==> config.mk <==
export PLATFORM = sky130hd
export DESIGN_NAME = ccpif_flag_reg
export DESIGN_NICKNAME = d
export VERILOG_FILES = /design/src/ccpif_flag_reg.v /design/src/ccpif_chan_event.v
export VERILOG_INCLUDE_DIRS = /design/src
export SDC_FILE = /design/constraint.sdc
export NUM_CORES = 1
export LEC_CHECK = 0
export BUFFER_PORTS_ARGS = -buffer_cell sky130_fd_sc_hd__buf_2
export CORE_MARGIN = 1
export CORE_UTILIZATION = 25
export DETAILED_ROUTE_END_ITERATION = 7
export HOLD_SLACK_MARGIN = 0.05
export PLACE_DENSITY = 0.51
export SYNTH_ARGS = -nofsm -noshare
export SYNTH_HDL_FRONTEND = slang
export SYNTH_SLANG_ARGS = --single-unit
==> constraint.sdc <==
create_clock -name hclk -period 2.7 [get_ports hclk]
set_input_delay 0.27 -clock hclk [delete_from_list [all_inputs] [get_ports hclk]]
set_output_delay 0.27 -clock hclk [all_outputs]
set_load 0.005 [all_outputs]
==> src/ccpif_map.vh <==
// register map, field layout, reset values and mode codes of the channel event flag block
`ifndef CCPIF_MAP_VH
`define CCPIF_MAP_VH

// byte offsets of the word registers
`define CCPIF_OFS_FLAGS 8'h00
`define CCPIF_OFS_MODE 8'h04
`define CCPIF_OFS_STATUS 8'h08
`define CCPIF_OFS_MASK 8'h0c

// field layout of the flag register
`define CCPIF_NUM_CHAN 5
`define CCPIF_FLAG_LSB 0
`define CCPIF_FLAG_MSB 4
`define CCPIF_REG_WIDTH 8

// reset values
`define CCPIF_RST_FLAGS 5'h00
`define CCPIF_RST_MODE 10'h000
`define CCPIF_RST_STATUS 5'h00
`define CCPIF_RST_MASK 5'h00

// per-channel operating mode, two bits per channel in the mode register
`define CCPIF_MODE_BITS 2
`define CCPIF_MODE_OFF 2'h0
`define CCPIF_MODE_CAPTURE 2'h1
`define CCPIF_MODE_COMPARE 2'h2
`define CCPIF_MODE_PWM 2'h3

// ahb transfer and response codes
`define CCPIF_HTRANS_NONSEQ 2'h2
`define CCPIF_HRESP_OKAY 1'h0

`endif

==> src/ccpif_flag_reg.v <==
// channel event flag register with ahb-lite slave, mode select and masked interrupt
//
// What this block does
// RQ1: bits 7 to 5 read zero, ignore writes
// RQ2: channel n flag at bit n-1
// RQ3: capture mode: capture event sets flag
// RQ4: compare mode: compare match sets flag
// RQ5: pwm mode: output trailing edge sets flag
// RQ6: flag holds until software writes zero
// RQ7: flags set regardless of any enable
// RQ8: software clears flag before enabling interrupt
// RQ9: every reset clears all flags
// RQ10: flags read/write; writing one also sets
// RQ11: hardware set beats same-cycle software clear
`timescale 1ns/1ps
`include "ccpif_map.vh"

module ccpif_flag_reg #(
  parameter NUM_CHAN = `CCPIF_NUM_CHAN
) (
  // clock and reset
  input wire hclk,
  input wire hresetn,
  // ahb-lite slave
  input wire hsel,
  input wire [31:0] haddr,
  input wire [1:0] htrans,
  input wire hwrite,
  input wire [2:0] hsize,
  input wire hready,
  input wire [31:0] hwdata,
  output reg [31:0] hrdata,
  output wire hreadyout,
  output wire hresp,
  // raw channel conditions, same clock domain
  input wire [NUM_CHAN-1:0] capture_event,
  input wire [NUM_CHAN-1:0] compare_match,
  input wire [NUM_CHAN-1:0] pwm_out,
  // flags towards the processor interrupt logic
  output wire [NUM_CHAN-1:0] channel_event_flags,
  // masked interrupt request
  output wire irq
);

  localparam MW = NUM_CHAN * `CCPIF_MODE_BITS; // width of the mode field

  // live registers
  reg [NUM_CHAN-1:0] flags; // channel_event_flags
  reg [MW-1:0] channel_mode_select; // two mode bits per channel
  reg [NUM_CHAN-1:0] irq_status; // sticky event record, read clears
  reg [NUM_CHAN-1:0] irq_mask; // one enables the status bit onto irq

  // captured address phase
  reg wr_pend; // write data phase in progress
  reg [7:0] wr_ofs; // offset of the pending write

  // next values
  reg [NUM_CHAN-1:0] next_flags;
  reg [MW-1:0] next_mode;
  reg [NUM_CHAN-1:0] next_status;
  reg [NUM_CHAN-1:0] next_mask;
  reg [31:0] next_hrdata;

  wire [NUM_CHAN-1:0] chan_event; // one-cycle set requests per channel

  // one qualifier per channel, mode slice picked by index
  genvar gi;
  generate
    for (gi = 0; gi < NUM_CHAN; gi = gi + 1) begin : g_chan
      ccpif_chan_event u_chan (
        .hclk(hclk),
        .hresetn(hresetn),
        .mode(channel_mode_select[gi*`CCPIF_MODE_BITS +: `CCPIF_MODE_BITS]),
        .capture_event(capture_event[gi]),
        .compare_match(compare_match[gi]),
        .pwm_out(pwm_out[gi]),
        .event_pulse(chan_event[gi]) // RQ2
      );
    end
  endgenerate

  // address phase accepted: selected, bus ready, nonseq transfer
  wire addr_ok = hsel & hready & (htrans == `CCPIF_HTRANS_NONSEQ);
  wire rd_take = addr_ok & ~hwrite;
  wire [7:0] rd_ofs = haddr[7:0];
  wire wr_hit = wr_pend;

  // always ready, always okay: every access finishes with no wait state
  assign hreadyout = 1'b1;
  assign hresp = `CCPIF_HRESP_OKAY;

  // register update; events or'd in last so a set always wins
  always @* begin
    next_flags = flags;
    next_mode = channel_mode_select;
    next_status = irq_status;
    next_mask = irq_mask;
    if (wr_hit) begin
      case (wr_ofs)
        `CCPIF_OFS_FLAGS: begin
          // only implemented bits are taken, upper bits dropped
          next_flags = hwdata[`CCPIF_FLAG_MSB:`CCPIF_FLAG_LSB]; // RQ1 RQ6 RQ10
        end
        `CCPIF_OFS_MODE: begin
          next_mode = hwdata[MW-1:0];
        end
        `CCPIF_OFS_MASK: begin
          next_mask = hwdata[NUM_CHAN-1:0];
        end
        default: begin
          // status is read-clear only; unmapped writes are dropped
          next_flags = flags;
        end
      endcase
    end
    // a read of status clears it; the read data is irq_status as held before the clear
    if (rd_take && rd_ofs == `CCPIF_OFS_STATUS) begin
      next_status = {NUM_CHAN{1'b0}};
    end
    // no enable gates the set path
    next_flags = next_flags | chan_event; // RQ7 RQ11
    next_status = next_status | chan_event; // RQ11
  end

  // read data built from post-write values so a read right after a write sees it
  always @* begin
    next_hrdata = 32'h0000_0000;
    case (rd_ofs)
      `CCPIF_OFS_FLAGS: begin
        // upper bits of the byte and word stay zero
        next_hrdata[NUM_CHAN-1:0] = (wr_hit && wr_ofs == `CCPIF_OFS_FLAGS) ?
                                    hwdata[NUM_CHAN-1:0] | flags : flags; // RQ1
        if (wr_hit && wr_ofs == `CCPIF_OFS_FLAGS) begin
          next_hrdata[NUM_CHAN-1:0] = hwdata[NUM_CHAN-1:0];
        end
      end
      `CCPIF_OFS_MODE: begin
        next_hrdata[MW-1:0] = next_mode;
      end
      `CCPIF_OFS_STATUS: begin
        next_hrdata[NUM_CHAN-1:0] = irq_status;
      end
      `CCPIF_OFS_MASK: begin
        next_hrdata[NUM_CHAN-1:0] = next_mask;
      end
      default: begin
        // unmapped offsets read zero
        next_hrdata = 32'h0000_0000;
      end
    endcase
  end

  // register state; every reset source lands here
  always @(posedge hclk or negedge hresetn) begin
    if (!hresetn) begin
      flags <= `CCPIF_RST_FLAGS; // RQ9
      channel_mode_select <= `CCPIF_RST_MODE;
      irq_status <= `CCPIF_RST_STATUS;
      irq_mask <= `CCPIF_RST_MASK;
    end else begin
      flags <= next_flags;
      channel_mode_select <= next_mode;
      irq_status <= next_status;
      irq_mask <= next_mask;
    end
  end

  // bus pipeline: capture write address phase, register read data
  always @(posedge hclk or negedge hresetn) begin
    if (!hresetn) begin
      wr_pend <= 1'b0;
      wr_ofs <= 8'h00;
      hrdata <= 32'h0000_0000;
    end else begin
      wr_pend <= addr_ok & hwrite;
      if (addr_ok) begin
        wr_ofs <= haddr[7:0];
      end
      if (rd_take) begin
        hrdata <= next_hrdata;
      end
    end
  end

  // flags go straight out; software must clear before enabling downstream (RQ8)
  assign channel_event_flags = flags;

  // level interrupt while any unmasked sticky bit is set
  assign irq = |(irq_status & irq_mask);

endmodule

==> src/ccpif_chan_event.v <==
// one channel's event qualifier: picks the set condition by operating mode
`timescale 1ns/1ps
`include "ccpif_map.vh"

module ccpif_chan_event (
  // clock and reset
  input wire hclk,
  input wire hresetn,
  // mode from the mode register
  input wire [1:0] mode,
  // raw channel conditions, same clock domain
  input wire capture_event,
  input wire compare_match,
  input wire pwm_out,
  // one-cycle set request for the flag
  output wire event_pulse
);

  // true when the channel runs in the given mode
  function mode_is;
    input [1:0] cur;
    input [1:0] code;
    begin
      mode_is = (cur == code);
    end
  endfunction

  reg pwm_prev; // pwm level one cycle ago, for the trailing edge

  // remember the pwm level; cleared so no false edge right after reset
  always @(posedge hclk or negedge hresetn) begin
    if (!hresetn) begin
      pwm_prev <= 1'b0;
    end else begin
      pwm_prev <= pwm_out;
    end
  end

  // trailing edge is a high-to-low step of the pwm output
  wire pwm_trail = pwm_prev & ~pwm_out;

  // only the condition of the active mode may set the flag
  assign event_pulse = (mode_is(mode, `CCPIF_MODE_CAPTURE) & capture_event) | // RQ3
                       (mode_is(mode, `CCPIF_MODE_COMPARE) & compare_match) | // RQ4
                       (mode_is(mode, `CCPIF_MODE_PWM) & pwm_trail); // RQ5

endmodule

### After elaboration in Yosys (flattened, before gate mapping)

Index checks and enable logic that the tools add are counted.

* register bits: 49
* input port bits: 89
* output and inout bits: 40
* word-level logic and storage cells: 91

* equality and inequality tests: 21
* mux-type cells: 10
* bitwise gates (word level): 43
* reduce and logical (&&, ||, !) cells: 5

Operators with widths (count)
* 5-bit 2-to-1 mux: 7
* 1-bit bitwise AND: 24
* 8-bit by 4-bit equality test with 1-bit output, second input constant: 3
* 2-bit equality test, second input constant: 11
* 10-bit 2-to-1 mux: 2
* 5-bit one-hot mux with 4 select lines: 1
* 8-bit by 3-bit equality test with 1-bit output, second input constant: 2
* 8-bit logical NOT: 2
* 2-bit by 1-bit equality test with 1-bit output, second input constant: 5
* 1-bit bitwise OR: 10
* 5-bit bitwise OR: 2
* 1-bit inverter: 6
* 5-bit bitwise AND: 1
* 5-bit OR reduction: 1
* 1-bit logical AND: 2

### Depth between registers and ports, before layout

* depth in word-level cells: 6
* mapped depth: 6
* mapped depth without buffers: 6

### Modules after synthesis

A second synthesis with hierarchy kept.

* cell total of the unflattened synthesis: 190
* area total of the unflattened synthesis: 2343.5 µm²

Modules (own cells, without submodules)
* ccpif_flag_reg: times used 1, cells an instance 165, area each 2093.3 µm², seq. area each 1101.1 µm²
* ccpif_chan_event: times used 5, cells an instance 5, area each 50.0 µm², seq. area each 25.0 µm²

### Worst setup path after synthesis

OpenSTA, ideal clock, no wires.

* path type: register to register
* start point: register wr_ofs[7]
* end point: register hrdata[0]
* library setup time: 0.121 ns
* arrival: 1.933 ns
* data required time: 2.579 ns
* setup slack: 0.646 ns
* stages on the path, launching flop included: 7
* clock period less this slack: 2.054 ns
* path through: dfrtp_1 > nor4_4 > nand4_4 > mux2_4 > a22o_1 > a311o_1 > a22o_1

* word-level cells in the longest chain between the ends: 4

RTL lines
* from (decl): RTL line ccpif_flag_reg.v:55 `reg [7:0] wr_ofs;`
* from (signal assigned): RTL line ccpif_flag_reg.v:177 `wr_ofs <= haddr[7:0];`
* 8-bit by 4-bit equality test with 1-bit output: RTL line ccpif_flag_reg.v:99 `case (wr_ofs)`
* 5-bit 2-to-1 mux: RTL line ccpif_flag_reg.v:99
* 5-bit 2-to-1 mux: RTL line ccpif_flag_reg.v:98 `if (wr_hit) begin`
* via next_mask[0]: RTL line ccpif_flag_reg.v:61 `reg [NUM_CHAN-1:0] next_mask;`
* 5-bit one-hot mux with 4 select lines: RTL line ccpif_flag_reg.v:128 `case (rd_ofs)`
* to (signal assigned): RTL line ccpif_flag_reg.v:180 `hrdata <= next_hrdata;`
* to (decl): RTL line ccpif_flag_reg.v:32 `output reg [31:0] hrdata,`

The timed path passes the listed nets, and every way through them passes these cells.
A chain may end at the register's enable or synchronous reset.

### Final worst setup path

* start point: register wr_ofs[7]
* end point: register hrdata[3]

* word-level cells in the longest chain between the ends: 4

RTL lines (RTL line)
* 8-bit by 4-bit equality test with 1-bit output (tied with other cells): ccpif_flag_reg.v:99
* 5-bit 2-to-1 mux (tied with other cells): ccpif_flag_reg.v:99
* 5-bit 2-to-1 mux (tied with other cells): ccpif_flag_reg.v:98
* 5-bit one-hot mux with 4 select lines (*): ccpif_flag_reg.v:128

Mark *: on every way between the ends. The rest lies on a longest branch, timed or not.

==> impl_metrics.env <==
export IMPL_grt_start_max_net_pins=26
export IMPL_async_flop_share_pct=100
export IMPL_groute_usage_overall_pct=11.9
export IMPL_fp_coreArea_um2=8850
export IMPL_synthesis_instances=200
export IMPL_layout_nets=353
export IMPL_max_slew_worst_pin_slew_ps=572
export IMPL_period_minus_slack_ps=2310
export IMPL_worstPathArrival_ps=2500
export IMPL_slew_violations=0
export IMPL_leakage_uw=0.00137
export IMPL_cts_root_buffer="clkbuf_8"
export IMPL_antenna_nets_post_route=0
export IMPL_synth_avg_cell_area_um2=11.5
export IMPL_clk_transition_reported_paths_ps=90
export IMPL_rows=34
export IMPL_vias_per_cell=4.35
export IMPL_global_placer_s_final_weighted_congestion=0.732
export IMPL_die_w_um=98.1
export IMPL_fin_skew_ps=11.6
export IMPL_setup_tns_final_ps=0
export IMPL_placedInstanceArea_um2=2650
export IMPL_total_power_divided_by_cell_area_nw_per_um2=540
export IMPL_criticalPathCategory="flip-flop to flip-flop"
export IMPL_fin_worst_hold_slack_ps=73.4
export IMPL_total_power_uw=1500
export IMPL_cts_made_buffers=5
export IMPL_post_cts_hold_buffer_count=1
export IMPL_first_global_vias=1662
export IMPL_totalWireLength_mm=5.35
export IMPL_total_die_area_um2=9620
export IMPL_cpMaxStageDelayCell="nand3_1"
export IMPL_maxSlewHeadroom_pct=61.9
export IMPL_area_growth_pct=20.2
export IMPL_dr_first_iter_drc_count=121
export IMPL_worstPathBufferInverterCount=0
export IMPL_status="finished, violations left"
export IMPL_max_freq_mhz=434
export IMPL_route_detailed_drc=14
export IMPL_postCtsSetupRepairBufs=0
export IMPL_overflow=0
export IMPL_synth_top_cell_by_area="dfrtp_1"
export IMPL_synth_top_cell_area_share_pct=53.1
export IMPL_crit_fanout=5
export IMPL_violations_in_the_final_reports="design-rule violations"
export IMPL_finalHoldViolCount=0
export IMPL_critical_path_top_delay_family="simple AND/OR/NAND/NOR gates"
export IMPL_timing_critical_path_slowest_cell_delay_ps=430
export IMPL_synth_cell_type_count=30
export IMPL_place_worst_setup_slack_ps=379
export IMPL_ratio_of_cells_with_drive_above_1_in_the_final_layout_pct=34.3
export IMPL_setup_slack_ps=393
export IMPL_hold_class="primary input to flip-flop"
export IMPL_cts_tree="done"
export IMPL_wire_length_of_the_first_global_routing_pass_mm=8.71
export IMPL_ir_drop_uv=238
export IMPL_synthesis_yosys_warnings=0
export IMPL_dp_hpwl_mm=4.02
export IMPL_synth_edff_count=0
export IMPL_post_cts_resized_instances=0
export IMPL_cts_path_max_buffers=2
export IMPL_insertedDiodeCount=0
export IMPL_worst_ep_required_time_ps=2890
export IMPL_grt_antenna_before_repair=0
export IMPL_design_area_um2=2770
export IMPL_finalCritPeriodShare_pct=85.4
export IMPL_io_pin_count=129
export IMPL_numClockSinks=49
export IMPL_yosys_top_cells_area="dfrtp_1 53%, mux2_2 9.3%, buf_4 7.8%"
export IMPL_drv_cap=0
export IMPL_insertion_delay_ps=310
export IMPL_start_util_pct=26.1
export IMPL_routed_via_count=1623
export IMPL_dominantRegCellSynth="dfrtp_1"
export IMPL_num_fill_cells=942
export IMPL_routed_wire_length_per_instance_um=14.3
export IMPL_finalSetupViolations=0
export IMPL_seq_area_frac_synth_pct=53.1
export IMPL_drt_pass1_iter_count=6
export IMPL_synth_ff_latch_count=49
export IMPL_deepest_level_of_the_cts_h_tree=2
export IMPL_critical_path_endpoint_type="flip-flop"
export IMPL_io_buffer_count=55
export IMPL_cp_cell_sequence="nor4_4 -> nand3_1 -> mux2i_1 -> nor2_1 -> a311o_1 -> a22o_1"
export IMPL_die_h_um=98.1
export IMPL_post_synth_instance_area_um2=2310
export IMPL_timing_critical_path_from_type="flip-flop"
export IMPL_rsz0062_at_grt="false"
-- Yosys cell counts (all sizes together), types with 2 or more instances --
cell type  number
dfrtp          49
buf            24
nand2          24
mux2           21
nor2           14
a22o           13
inv             8
mux2i           7
a21oi           5
nand3b          5
o21ai           5
a22oi           3
a311o           3
conb            2
nand2b          2
nand3           2
nor3b           2
nor4            2
o221ai          2
-- state kept, by name, summed over array words and instances, names as in the netlist --
name                    flops
channel_mode_select        10
wr_ofs                      8
channel_event_flags         5
irq_mask                    5
irq_status                  5
wr_hit                      1
g_chan.u_chan.pwm_prev      5
hrdata                     10
-- layout make-up --
class	instances	area, um^2	share of cell area, %
sequential	49	1230	44.2
multi-input combinational	140	951	34.3
timing repair buffer	60	315	11.4
tap	108	135	4.87
clock buffer	7	86.3	3.11
clock inverter	1	30.0	1.08
inverter	8	30.0	1.08
-- worst reg2reg max path: cells and delay by family, from the launching register on --
family / cells / cell delay [ps]
AO/OA/AOI/OAI: 2 / 550
flip-flops: 1 / 410
multiplexers: 1 / 320
AND/OR/NAND/NOR: 3 / 920
-- power by group --
| part | internal [uW] | switching [uW] | leakage, uW |
|---|---|---|---|
| logic | 70.2 | 70.9 | 0.000737 |
| registers | 776 | 36.3 | 0.000570 |
| clock network | 302 | 243 | 0.0000585 |
| total | 1150 | 351 | 0.00137 |
-- placed cells by master, fill, tap and decap left out, types with 2 or more instances in the layout --
cell type | netlist | routed
nand2b_1 | 2 | 2
inv_1 | 8 | 8
a22oi_1 | 3 | 3
buf_4 | 24 | 4
mux2_2 | 19 | 19
nor2_1 | 14 | 14
mux2_4 | 2 | 2
a311o_1 | 3 | 3
a21oi_1 | 5 | 5
nand2_1 | 24 | 24
buf_2 | 0 | 55
mux2i_1 | 7 | 7
conb_1 | 2 | 24
dfrtp_1 | 49 | 49
o221ai_1 | 2 | 2
clkbuf_8 | 0 | 6
a22o_1 | 13 | 13
o21ai_0 | 5 | 5
nand3b_1 | 5 | 5
-- metal layers --
layer / global-route usage (%) / share of wire, % / vias up
met4: 3.15 / 0.80 / 0
met2: 19.3 / 48 / 60
met5: 0 / 0 / -
li1: - / - / 786
met3: 3.22 / 6.7 / 5
met1: 15.5 / 45 / 772
-- cell families (layout without fill, tap and decap cells) --
logic type             Yosys count  count (layout)  synth area share, %
other                            2              24                0.325
flip-flops                      49              49                 53.1
AND/OR/NAND/NOR                 56              56                 13.1
AO/OA/AOI/OAI                   32              32                 10.6
buffers and inverters           33              76                 9.27
multiplexers                    28              28                 13.6
-- worst paths after layout --
| path | endpoint | start | slack, ps | depth (start not counted) |
|---|---|---|---|---|
| worst min register to register | hrdata[7]$_DFFE_PN0P_ | hrdata[7]$_DFFE_PN0P_ | 520 | 1 |
| max in group asynchronous | channel_mode_select[4]$_DFF_PN0_ | hresetn | 1470 | 3 |
| worst max register to register | hrdata[3]$_DFFE_PN0P_ | wr_ofs[7]$_DFFE_PN0N_ | 390 | 6 |
| worst max-delay path | hrdata[3]$_DFFE_PN0P_ | wr_ofs[7]$_DFFE_PN0N_ | 390 | 6 |
| worst min-delay path | g_chan[0].u_chan.pwm_prev$_DFF_PN0_ | pwm_out[0] | 70 | 1 |
| min in group asynchronous | g_chan[0].u_chan.pwm_prev$_DFF_PN0_ | hresetn | 490 | 2 |
-- metrics by stage --
| step | util, % | std cells |
|---|---|---|
| 3_3_place_gp | 29.9 | 364 |
| 3_5_place_dp | 29.9 | 364 |
| 2_1_floorplan | - | 222 |
| 5_1_grt | 31.3 | 373 |
| 4_1_cts | 31.3 | 373 |
| 6_report | 31.3 | 373 |
(Power assumes the default switching activity.)
